$ cat src/hw/fleuc_pkg.sv
package fleuc_pkg;
  // register word byte addresses
  localparam logic [3:0] ADDR_CMD = 4'h0;
  localparam logic [3:0] ADDR_STATUS = 4'h4;
  localparam logic [3:0] ADDR_PAGE = 4'h8;
  localparam logic [3:0] ADDR_PROT = 4'hC;
  // command bytes
  localparam logic [7:0] CMD_UNLOCK1 = 8'h73;
  localparam logic [7:0] CMD_UNLOCK2 = 8'h8C;
  localparam logic [7:0] CMD_PAGE_ERASE = 8'h95;
  localparam logic [7:0] CMD_MASS_ERASE = 8'h63;
  localparam logic [7:0] ERASED_BYTE = 8'hFF;
  // status field positions
  localparam int ST_LOCK_HI = 1;
  localparam int ST_PAGE_BUSY = 2;
  localparam int ST_MASS_BUSY = 3;
  localparam int ST_REFUSED = 4;
  localparam logic [31:0] UNMAPPED_DATA = 32'h0000_0000;

  typedef enum logic [2:0] {
    FLEUC_LOCKED = 3'b000,
    FLEUC_FIRST = 3'b001,
    FLEUC_UNLOCKED = 3'b011,
    FLEUC_PAGE_ERASE = 3'b010,
    FLEUC_MASS_ERASE = 3'b110
  } fleuc_state_type;

  typedef struct packed {
    logic we;
    logic [15:0] addr;
    logic [7:0] data;
  } fleuc_mem_type;
endpackage

$ cat src/hw/fleuc_top.sv
// The address map and the Avalon-MM register port were left to the implementer.
`timescale 1ns/1ps
module fleuc_top #(
  parameter int PAGE_BYTES = 512,
  parameter int PAGES = 4,
  parameter int SECTORS = 4
) (
  // clock and reset
  input wire logic clk,
  input wire logic rst,
  // avalon-mm slave
  input wire logic [3:0] avs_address,
  input wire logic avs_read,
  input wire logic avs_write,
  input wire logic [31:0] avs_writedata,
  output logic [31:0] avs_readdata,
  output logic avs_waitrequest,
  // access mode and option bits
  input wire logic dbg_access,
  input wire logic write_protect_opt,
  input wire logic read_protect_opt,
  input wire logic bypass_en,
  input wire logic [fleuc_pkg::ST_PAGE_BUSY:0] bypass_ctl,
  // program requests from the core
  input wire logic prog_req,
  input wire logic [15:0] prog_addr,
  input wire logic [7:0] prog_data,
  // flash array and core
  output fleuc_pkg::fleuc_mem_type mem_q,
  output logic core_stall,
  output logic [fleuc_pkg::ST_PAGE_BUSY:0] bypass_pins
);
  localparam int AW = $clog2(PAGE_BYTES * PAGES);
  localparam int OW = $clog2(PAGE_BYTES);
  localparam int PW = (PAGES > 1) ? $clog2(PAGES) : 1;
  localparam int SPP = (PAGES + SECTORS - 1) / SECTORS;

  fleuc_pkg::fleuc_state_type st_q, st_d;
  logic [AW-1:0] cnt_q, cnt_d;
  logic [PW-1:0] page_q, page_d;
  logic page_armed_q, page_armed_d;
  logic [SECTORS-1:0] prot_q, prot_d;
  logic refused_q, refused_d;
  logic [31:0] rdata_q, rdata_d;
  logic wait_q, wait_d;
  fleuc_pkg::fleuc_mem_type mem_d;
  logic stall_q, stall_d;
  logic [fleuc_pkg::ST_PAGE_BUSY:0] byp_q, byp_d;

  function automatic logic is_prot(input logic [PW-1:0] pg, input logic [SECTORS-1:0] pr,
                                   input logic dbg, input logic wp);
    if (dbg) begin
      return 1'b0;
    end
    return wp | pr[32'(pg) / SPP];
  endfunction

  function automatic logic [31:0] addr_of(input logic [PW-1:0] pg, input logic [AW-1:0] off);
    return 32'(pg) * PAGE_BYTES + 32'(off);
  endfunction

  logic acc;
  logic wr;
  logic [7:0] cmd;
  logic busy;
  logic [PW-1:0] prog_page;
  assign acc = (avs_read | avs_write) & wait_q;
  assign wr = avs_write & wait_q;
  assign cmd = avs_writedata[7:0];
  assign busy = (st_q == fleuc_pkg::FLEUC_PAGE_ERASE) || (st_q == fleuc_pkg::FLEUC_MASS_ERASE);
  assign prog_page = PW'(prog_addr[AW-1:0] >> OW);

  always_comb begin
    st_d = st_q;
    cnt_d = cnt_q;
    page_d = page_q;
    page_armed_d = page_armed_q;
    prot_d = prot_q;
    refused_d = refused_q;
    rdata_d = rdata_q;
    wait_d = 1'b1;
    mem_d = '0;
    stall_d = 1'b0;
    byp_d = '0;
    if (acc) begin
      wait_d = 1'b0;
    end
    // command register
    if (wr && avs_address == fleuc_pkg::ADDR_CMD && !busy) begin
      // the unlock bytes must pass, or mass erase could never be reached
      if (read_protect_opt && !(cmd == fleuc_pkg::CMD_MASS_ERASE
          || cmd == fleuc_pkg::CMD_UNLOCK1 || cmd == fleuc_pkg::CMD_UNLOCK2)) begin
        refused_d = 1'b1;
        st_d = fleuc_pkg::FLEUC_LOCKED;
      end else begin
        unique case (st_q)
          fleuc_pkg::FLEUC_LOCKED: begin
            if (cmd == fleuc_pkg::CMD_UNLOCK1) begin
              st_d = fleuc_pkg::FLEUC_FIRST;
            end
          end
          fleuc_pkg::FLEUC_FIRST: begin
            st_d = (cmd == fleuc_pkg::CMD_UNLOCK2) ? fleuc_pkg::FLEUC_UNLOCKED
                                                    : fleuc_pkg::FLEUC_LOCKED;
            page_armed_d = dbg_access;
          end
          default: begin
            if (cmd == fleuc_pkg::CMD_PAGE_ERASE && page_armed_q && !read_protect_opt) begin
              if (is_prot(page_q, prot_q, dbg_access, write_protect_opt)) begin
                refused_d = 1'b1;
                st_d = fleuc_pkg::FLEUC_LOCKED;
              end else begin
                st_d = fleuc_pkg::FLEUC_PAGE_ERASE;
                cnt_d = '0;
              end
            end else if (cmd == fleuc_pkg::CMD_MASS_ERASE && dbg_access) begin
              st_d = fleuc_pkg::FLEUC_MASS_ERASE;
              cnt_d = '0;
            end else begin
              refused_d = 1'b1;
              st_d = fleuc_pkg::FLEUC_LOCKED;
            end
          end
        endcase
      end
    end
    // page select: second write after unlock arms it, debug may rewrite
    if (wr && avs_address == fleuc_pkg::ADDR_PAGE && !busy && !read_protect_opt) begin
      if (st_q == fleuc_pkg::FLEUC_LOCKED) begin
        page_d = avs_writedata[PW-1:0];
      end else if (st_q == fleuc_pkg::FLEUC_UNLOCKED && (!page_armed_q || dbg_access)) begin
        page_armed_d = page_armed_q | (avs_writedata[PW-1:0] == page_q);
        if (dbg_access) begin
          page_d = avs_writedata[PW-1:0];
        end
      end
    end
    if (wr && avs_address == fleuc_pkg::ADDR_PROT && !busy) begin
      // protection only ever grows outside debug access
      prot_d = dbg_access ? avs_writedata[SECTORS-1:0]
                          : prot_q | avs_writedata[SECTORS-1:0];
    end
    if (wr && avs_address == fleuc_pkg::ADDR_STATUS) begin
      refused_d = 1'b0;
    end
    if (acc && avs_read) begin
      unique case (avs_address)
        fleuc_pkg::ADDR_CMD: rdata_d = fleuc_pkg::UNMAPPED_DATA;
        fleuc_pkg::ADDR_STATUS: rdata_d = {27'h0, refused_q,
                                           st_q == fleuc_pkg::FLEUC_MASS_ERASE,
                                           st_q == fleuc_pkg::FLEUC_PAGE_ERASE,
                                           st_q[1:0]};
        fleuc_pkg::ADDR_PAGE: rdata_d = 32'(page_q);
        fleuc_pkg::ADDR_PROT: rdata_d = 32'(prot_q);
        default: rdata_d = fleuc_pkg::UNMAPPED_DATA;
      endcase
    end
    // core programming into the open page, or into any page under debug access
    if (st_q == fleuc_pkg::FLEUC_UNLOCKED && prog_req && page_armed_q && !bypass_en
        && (dbg_access || prog_page == page_q)) begin
      mem_d.we = !is_prot(prog_page, prot_q, dbg_access, write_protect_opt);
      mem_d.addr = prog_addr;
      mem_d.data = prog_data;
    end
    // erase engines
    if (busy) begin
      stall_d = 1'b1;
      mem_d.we = !bypass_en;
      mem_d.data = fleuc_pkg::ERASED_BYTE;
      cnt_d = AW'(cnt_q + 1'b1);
      if (st_q == fleuc_pkg::FLEUC_PAGE_ERASE) begin
        mem_d.addr = 16'(addr_of(page_q, cnt_q));
        if (cnt_q[OW-1:0] == OW'(PAGE_BYTES - 1)) begin
          st_d = fleuc_pkg::FLEUC_LOCKED;
          page_armed_d = 1'b0;
        end
      end else begin
        mem_d.addr = 16'(cnt_q);
        if (cnt_q == AW'(PAGE_BYTES * PAGES - 1)) begin
          st_d = fleuc_pkg::FLEUC_LOCKED;
          page_armed_d = 1'b0;
        end
      end
    end
    if (st_q == fleuc_pkg::FLEUC_LOCKED) begin
      page_armed_d = 1'b0;
    end
    if (bypass_en) begin
      byp_d = bypass_ctl;
    end
  end

  always_ff @(posedge clk) begin
    if (rst) begin
      st_q <= fleuc_pkg::FLEUC_LOCKED;
      cnt_q <= '0;
      page_q <= '0;
      page_armed_q <= 1'b0;
      prot_q <= '0;
      refused_q <= 1'b0;
      rdata_q <= '0;
      wait_q <= 1'b1;
      mem_q <= '0;
      stall_q <= 1'b0;
      byp_q <= '0;
    end else begin
      st_q <= st_d;
      cnt_q <= cnt_d;
      page_q <= page_d;
      page_armed_q <= page_armed_d;
      prot_q <= prot_d;
      refused_q <= refused_d;
      rdata_q <= rdata_d;
      wait_q <= wait_d;
      mem_q <= mem_d;
      stall_q <= stall_d;
      byp_q <= byp_d;
    end
  end

  assign avs_readdata = rdata_q;
  assign avs_waitrequest = wait_q;
  assign core_stall = stall_q;
  assign bypass_pins = byp_q;
endmodule

$ cat config.mk
export PLATFORM = sky130hd
export DESIGN_NAME = fleuc_top
export DESIGN_NICKNAME = d
export VERILOG_FILES = /design/src/hw/fleuc_pkg.sv /design/src/hw/fleuc_top.sv
export SDC_FILE = /design/constraint.sdc
export NUM_CORES = 1
export LEC_CHECK = 0
export BUFFER_PORTS_ARGS = -buffer_cell sky130_fd_sc_hd__buf_2
export CORE_MARGIN = 10
export CORE_UTILIZATION = 42
export CTS_CLUSTER_SIZE = 40
export DETAILED_ROUTE_END_ITERATION = 8
export GPL_TIMING_DRIVEN = 0
export PLACE_DENSITY = 0.75
export RECOVER_POWER = 25
export SYNTH_ARGS = -nofsm -noshare
export SYNTH_HDL_FRONTEND = slang
export SYNTH_SLANG_ARGS = --single-unit
$ cat constraint.sdc
create_clock -name clk -period 1.95 [get_ports clk]
set_clock_uncertainty 0.05 [all_clocks]
set_input_delay 0.195 -clock clk [delete_from_list [all_inputs] [get_ports clk]]
set_output_delay 0.195 -clock clk [all_outputs]
set_load 0.01 [all_outputs]
* Word level (Yosys, flattened, before mapping)
Cells that the tools add are included.
** Word-level totals
- Flip-flop bits (word level) :: 84
- Bits of input ports :: 72
- Output and inout port bits :: 62
- Logic and storage cells :: 149
** Cells by class
- $add $sub $neg :: 2
- $lt $le $gt $ge :: 2
- Equal/unequal tests :: 21
- Mux-type cells :: 61
- Bitwise logic cells :: 8
- Reductions and logical operators :: 42
** Operators by type and width (count)
- 11-bit 2-to-1 mux :: 7
- 25-bit 2-to-1 mux :: 2
- 1-bit 2-to-1 mux :: 32
- 3-bit 2-to-1 mux :: 9
- 1-bit logical AND :: 18
- 8-bit by 7-bit equality test with 1-bit output, second input constant :: 2
- 8-bit equality test, second input constant :: 2
- 5-bit one-hot mux with 3 select lines :: 1
- 11-bit by 11-bit adder with 12-bit output :: 1
- 12-bit 2-to-1 mux :: 1
- 11-bit by 1-bit adder with 11-bit output, second input constant :: 1
- 11-bit equality test, second input constant :: 1
- 2-bit 2-to-1 mux :: 5
- 9-bit equality test, second input constant :: 1
- 4-bit equality test, second input constant :: 2
- 2-bit OR reduction :: 4
- 3-bit by 2-bit equality test with 1-bit output, second input constant :: 2
- 1-bit zero test :: 6
- 2-bit by 3-bit < comparator with 1-bit output, second input constant :: 2
- 3-bit inequality test, second input constant :: 2
- 3-bit one-hot mux with 2 select lines :: 1
- 2-bit nonzero test :: 3
- 1-bit logical OR :: 5
- 5-bit AND reduction :: 1
- 18 further kinds :: 25

* Logic depth before layout (Yosys ltp)
Gate-level depths: netlist (run 1).
- Depth after elaboration :: 20
- Depth in mapped cells :: 9
- Mapped depth without buffers :: 9

* Least setup slack after synthesis (run 1)
Ideal clock, no wire load.
- Path kind :: reg-to-reg
- From :: register cnt_q[0]
- To :: register st_q[1]
- Setup time :: 0.095 ns
- Arrival :: 1.709 ns
- Required time :: 1.805 ns
- Setup slack :: 0.096 ns
- Stages on the path, launching flop included :: 7
- Buffers on the path :: 0
- Clock period less this slack :: 1.854 ns
- Cells stage by stage :: dfxtp_1 ha_1 and3_1 and4_1 and3_1 a311o_1 a221oi_1
** Between the ends
- Word-level cells in the longest chain between the ends :: 4
- Elaborated cells between the ends (all ways) :: 6
- Classes of those cells :: eq/ne (2); mux (4)
** RTL lines
- start, declared :: line fleuc_top.sv:39 : logic [AW-1:0] cnt_q, cnt_d;
- start signal, assigned :: line fleuc_top.sv:208 : cnt_q <= cnt_d;
- 11-bit equality test or 9-bit equality test (tied branches) :: line fleuc_top.sv:179, fleuc_top.sv:173
- 3-bit 2-to-1 mux (on tied branches) :: line fleuc_top.sv:179, fleuc_top.sv:173
- 3-bit 2-to-1 mux * :: line fleuc_top.sv:171 : if (st_q == fleuc_pkg::FLEUC_PAGE_ERASE) begin
- 3-bit 2-to-1 mux * :: line fleuc_top.sv:166 : if (busy) begin
- end signal, assigned :: line fleuc_top.sv:195 : st_q <= fleuc_pkg::FLEUC_LOCKED;
- end signal, assigned :: line fleuc_top.sv:207 : st_q <= st_d;
- end, declared :: line fleuc_top.sv:38 : fleuc_pkg::fleuc_state_type st_q, st_d;
Every way passes the cells marked *; elsewhere a longest branch is shown, timed or not.
A chain may end at the register's enable or synchronous reset.

* Final worst setup path (run 1)
Ends and elaborated chain as after synthesis.

==> results of run 1 <==
==> final cells by class <==
cell class	instances	area share, %
buffer	44	7.51
clock buffer	9	3.35
timing repair buffer	91	13.0
tap	77	2.60
multi-input combinational	243	40.5
inverter	8	0.812
clock inverter	7	1.29
sequential	57	30.9
==> report_power, final <==
part | total [mW] | switching [mW] | internal (mW)
Clock | 0.944 | 0.489 | 0.456
Sequential | 1.24 | 0.0432 | 1.20
Combinational | 0.287 | 0.146 | 0.140
Total | 2.48 | 0.678 | 1.80
==> kinds of logic after synthesis <==
kind of cell    Yosys count  synth area share, %
other cells               1                0.133
flops                    57                 40.5
compound gates           75                 19.4
mux                       4                 1.91
fa+ha+maj                 4                 2.04
xor+xnor                  6                 1.86
simple gates            127                 23.3
buf+inv                  53                 10.9
==> flip-flops by register name, indices dropped and copies added, names as in the netlist <==
register / count
avs_readdata: 5
prot_q: 4
st_q: 3
mem_q: 25
avs_waitrequest: 1
core_stall: 1
cnt_q: 11
bypass_pins: 3
page_armed_q: 1
refused_q: 1
page_q: 2
==> per-stage QoR <==
stage,utilization [%],cells,power [mW]
2_1_floorplan,-,353,1.42
3_3_place_gp,53.2,511,1.52
3_5_place_dp,53.2,511,1.53
4_1_cts,57.7,537,2.49
5_1_grt,57.6,536,2.58
6_report,57.6,536,2.48
==> final timing paths <==
path | slack [ns] | cells past startpoint | endpoint | startpoint
setup / recovery | 0.03 | 6 | st_q[1] | cnt_q[0]
hold / removal | 0.01 | 2 | mem_q[21] | prog_addr[13]
setup reg to reg | 0.03 | 6 | st_q[1] | cnt_q[0]
hold reg to reg | 0.41 | 1 | avs_waitrequest | avs_waitrequest
==> timing repair <==
item,in CTS,in global routing
gates resized for setup,4,9
pin swaps,1,1
hold endpoints to repair,10,0
endpoints found under the setup margin,24,38
hold buffers,10,0
==> cell usage in the layout (no fill, tap or decap), types with 4 or more instances in the layout <==
| master | n |
|---|---|
| nor2b_1 | 4 |
| buf_2 | 66 |
| dlygate4sd3_1 | 10 |
| nand3_1 | 8 |
| nand2_1 | 45 |
| clkbuf_1 | 28 |
| xnor2_1 | 4 |
| inv_1 | 8 |
| a21oi_1 | 12 |
| and3_1 | 6 |
| nor4_1 | 4 |
| o21ai_0 | 15 |
| a32o_1 | 6 |
| a22o_1 | 10 |
| nor3_1 | 4 |
| and2_1 | 5 |
| buf_4 | 27 |
| nor2_1 | 27 |
| a22oi_1 | 6 |
| conb_1 | 27 |
| dfxtp_1 | 55 |
| clkbuf_8 | 9 |
==> per-layer routing <==
metal  vias to the layer above  GRT usage, %  share of wire (%)
met3                         6          4.79                 10
met2                       115          24.4                 45
met4                         0          7.81               0.79
met1                      1249          18.1                 44
li1                       1372             -                  -
met5                         -             0                  0
==> impl_metrics.json, run 1 <==
{
  "status": "finished clean",
  "drtIter0Drc": 220,
  "slew_viol_final": 0,
  "seq_area_frac_synth_pct": 40.5,
  "io-pin-count": 134,
  "drc": 0,
  "cp-end-kind": "register",
  "yosysMostFrequentCell": "dfxtp_1",
  "max_stage_delay_ns": 0.43,
  "tns_ns": 0,
  "ys_ff_latch": 57,
  "via_per_inst": 5.12,
  "grt.total_usage_pct": 15.3,
  "vdd_drop_max_v": 0.000311,
  "yosys.area.top_type_share_pct": 40.5,
  "grt_max_degree": 12,
  "setup_viol_count_final": 0,
  "drv_cap": 0,
  "postPlaceCellArea_um2": 3420,
  "fp-row-count": 29,
  "antenna_left": 0,
  "dpl.hpwl_um": 6190,
  "synth_edf_count": 0,
  "portBuffers": 81,
  "finalInstanceArea_um2": 3700,
  "cp.arrival_ns": 2.12,
  "path_buf_inv": 0,
  "htreeDepth": 3,
  "drtPass1Iterations": 5,
  "min_period_over_period_pct": 98.5,
  "synth_commonest_cells": "dfxtp_1 (57), nand2_1 (45), buf_4 (27), nor2_1 (27), o21ai_0 (15)",
  "clk_pin_slew_worst_paths_ns": 0.07,
  "hold_viol_final": 0,
  "grt_setup_unrepaired": "true",
  "wl_um": 8210,
  "crit_required_ns": 2.15,
  "gp_congestion": 0.904,
  "synth-async-reset-ratio_pct": 0,
  "yosys.area.top_type": "dfxtp_1",
  "clk_latency_ns": 0.34,
  "critical_path.slowest_cell": "a311o_1",
  "core_um2": 6420,
  "synth_cells": 327,
  "powerDensity_nw_per_um2": 669,
  "pre_cts_ws_ns": -0.145,
  "syn-cell-area_um2": 2820,
  "die_w_um": 102,
  "fillers": 600,
  "grt_pass1_vias": 2763,
  "synth-main-ff-cell": "dfxtp_1",
  "startpoint_type": "register",
  "relSlewSlack_pct": 60.4,
  "crit_type": "register to register",
  "yosys-top-cells-area": "dfxtp_1 (40%), buf_4 (7.2%), nand2_1 (6.0%), nor2_1 (3.6%), a22o_1 (3.1%)",
  "min_path_type": "primary input to register",
  "cts-root-buf": "clkbuf_8",
  "tritoncts": "built",
  "fp.dieH_um": 102,
  "gr-total-overflow": 0,
  "synthToLayoutAreaGrowth_pct": 31.3,
  "syn_avg_cell_area_um2": 8.62,
  "yosysUniqueCellTypes": 57,
  "multiInputGateArea_um2": 1500,
  "grt_pass1_wl_um": 12900,
  "antenna_found_initial": 0,
  "clock_sinks": 57,
  "diodes": 0,
  "fin_crit_ns": 1.92,
  "cpLargestDelayFamily": "compound AO/OA/AOI/OAI gates",
  "worst_pin_slew_ns": 0.594,
  "path_cells": "ha_2 -> and3_4 -> and4_1 -> and3_1 -> a311o_1 -> a221oi_1",
  "cts_buffer_depth": 2,
  "cts_setup_buffers": 0,
  "vias": 2742,
  "register_area_um2": 1140,
  "cts_buffers": 9,
  "layout_setup_ws_ns": 0.0297,
  "final_nets": 530,
  "crit_fanout": 6,
  "fmax_ghz": 0.521,
  "start_util_pct": 43.9,
  "p_leak_nw": 1.65,
  "dieArea_um2": 10400,
  "yosysWarningCount": 0,
  "layout-drive-gt1-share_pct": 28.1,
  "whs_ns": 0.0115,
  "routedWlPerCell_um": 15.3
}
Note: power is estimated with default switching activity, not from simulation.
==> run 2, diff against run 1 <==
--- a/config.mk
+++ b/config.mk
@@ -5,7 +5,7 @@
 export SDC_FILE = /design/constraint.sdc
 export NUM_CORES = 1
 export LEC_CHECK = 0
-export BUFFER_PORTS_ARGS = -buffer_cell sky130_fd_sc_hd__buf_2
+export BUFFER_PORTS_ARGS = -buffer_cell sky130_fd_sc_hd__clkbuf_2
 export CORE_MARGIN = 10
 export CORE_UTILIZATION = 42
 export CTS_CLUSTER_SIZE = 40
==> impl_metrics.json, run 2 (synthesis gave the netlist of run 1 again) <==
{
  "status": "finished clean",
  "largest-register": "mem_q",
  "dpl.hpwl_um": 6110,
  "gr-total-overflow": 0,
  "drtIter0Drc": 194,
  "vias": 2772,
  "cts-root-buf": "clkbuf_8",
  "multiInputGateArea_um2": 1510,
  "synthToLayoutAreaGrowth_pct": 33.5,
  "core_um2": 6420,
  "antenna_found_initial": 0,
  "routedWlPerCell_um": 15.1,
  "gp_congestion": 0.908,
  "grt_max_degree": 13,
  "layout-drive-gt1-share_pct": 29.0,
  "wl_um": 8110,
  "pre_cts_ws_ns": -0.137,
  "power_mw": 2.77,
  "fin_crit_ns": 1.92,
  "grt.total_usage_pct": 15.1,
  "cp-end-kind": "register",
  "setup_viol_count_final": 0,
  "portBuffers": 81,
  "p_leak_nw": 1.67,
  "powerDensity_nw_per_um2": 736,
  "fp-row-count": 29,
  "hold_viol_final": 0,
  "tritoncts": "built",
  "startpoint_type": "register",
  "layout_setup_ws_ns": 0.0266,
  "grt_pass1_wl_um": 12700,
  "clk_pin_slew_worst_paths_ns": 0.07,
  "vdd_drop_max_v": 0.000406,
  "min_period_over_period_pct": 98.6,
  "cp.arrival_ns": 2.14,
  "grt_setup_unrepaired": "true",
  "crit_type": "register to register",
  "clock_sinks": 57,
  "io-pin-count": 134,
  "tns_ns": 0,
  "post-route-util_pct": 58.6,
  "crit_required_ns": 2.16,
  "final_nets": 530,
  "drv_cap": 0,
  "antenna_left": 0,
  "die_w_um": 102,
  "relSlewSlack_pct": 64.5,
  "clk_latency_ns": 0.34,
  "drc": 0,
  "crit_fanout": 6,
  "drtPass1Iterations": 4,
  "cts_buffers": 9,
  "min_path_type": "primary input to register",
  "largest_register_ffs": 25,
  "diodes": 0,
  "register_area_um2": 1140,
  "slew_viol_final": 0,
  "htreeDepth": 3,
  "fp.dieH_um": 102,
  "grt_pass1_vias": 2662,
  "final_cell_mix": "clkbuf_2 (63), dfxtp_1 (55), nand2_1 (44)",
  "worst_pin_slew_ns": 0.532,
  "cts_buffer_depth": 2,
  "via_per_inst": 5.17,
  "mostFrequentLayoutCell": "clkbuf_2",
  "start_util_pct": 43.9,
  "fmax_ghz": 0.520,
  "fillers": 591,
  "dieArea_um2": 10400
}
==> run 2: stage by stage <==
step	instances	instance area (um^2)	hold slack, ns
global placement	511	3420	0.340
CTS	534	3730	0.00100
global route	536	3760	0.00411
finish	536	3760	0.0114
detailed placement	511	3420	0.344
floorplan	353	2920	0.252
==> run 2: routing by layer <==
metal  wire (um)  global-route usage, %  vias up
met3         785                   4.93       13
met2        3540                   23.5      144
met5           0                      0        -
li1            -                      -     1372
met4         153                   7.59        0
met1        3630                   18.4     1243
==> run 2: repair_timing <==
| action | 4_1_cts | 5_1_grt |
|---|---|---|
| hold endpoints to repair | 7 | 2 |
| gates resized for setup | 6 | 10 |
| pin swaps | 1 | 1 |
| endpoints found under the setup margin | 25 | 39 |
| buffers inserted | 0 | 1 |
| hold buffers | 7 | 2 |
==> run 2: worst paths after layout <==
| check | start | end | slack [ns] | cells after the start |
|---|---|---|---|---|
| max | cnt_q[0] | st_q[2] | 0.03 | 6 |
| max reg2reg | cnt_q[0] | st_q[2] | 0.03 | 6 |
| min | prog_data[2] | mem_q[2] | 0.01 | 3 |
| min reg2reg | avs_waitrequest | avs_waitrequest | 0.41 | 1 |
==> run 2: final cells by class <==
class	count	area share, %
buffer	44	7.39
clock buffer	9	3.29
clock inverter	7	2.73
inverter	8	0.798
multi-input combinational	243	40.1
sequential	57	30.4
tap	77	2.56
timing repair buffer	91	12.7
==> run 2: report_power, final <==
part,switching [mW],leakage [nW],internal [mW]
combinational,0.145,1.10,0.140
clock,0.508,0.110,0.731
sequential,0.0439,0.462,1.20
==> run 2: worst max-delay path, stage by stage (launching register included) <==
cell	delay, ns
dfxtp_2	0.35
ha_2	0.20
and3_4	0.20
and4_1	0.20
and3_1	0.20
a311o_1	0.45
nor3_1	0.19
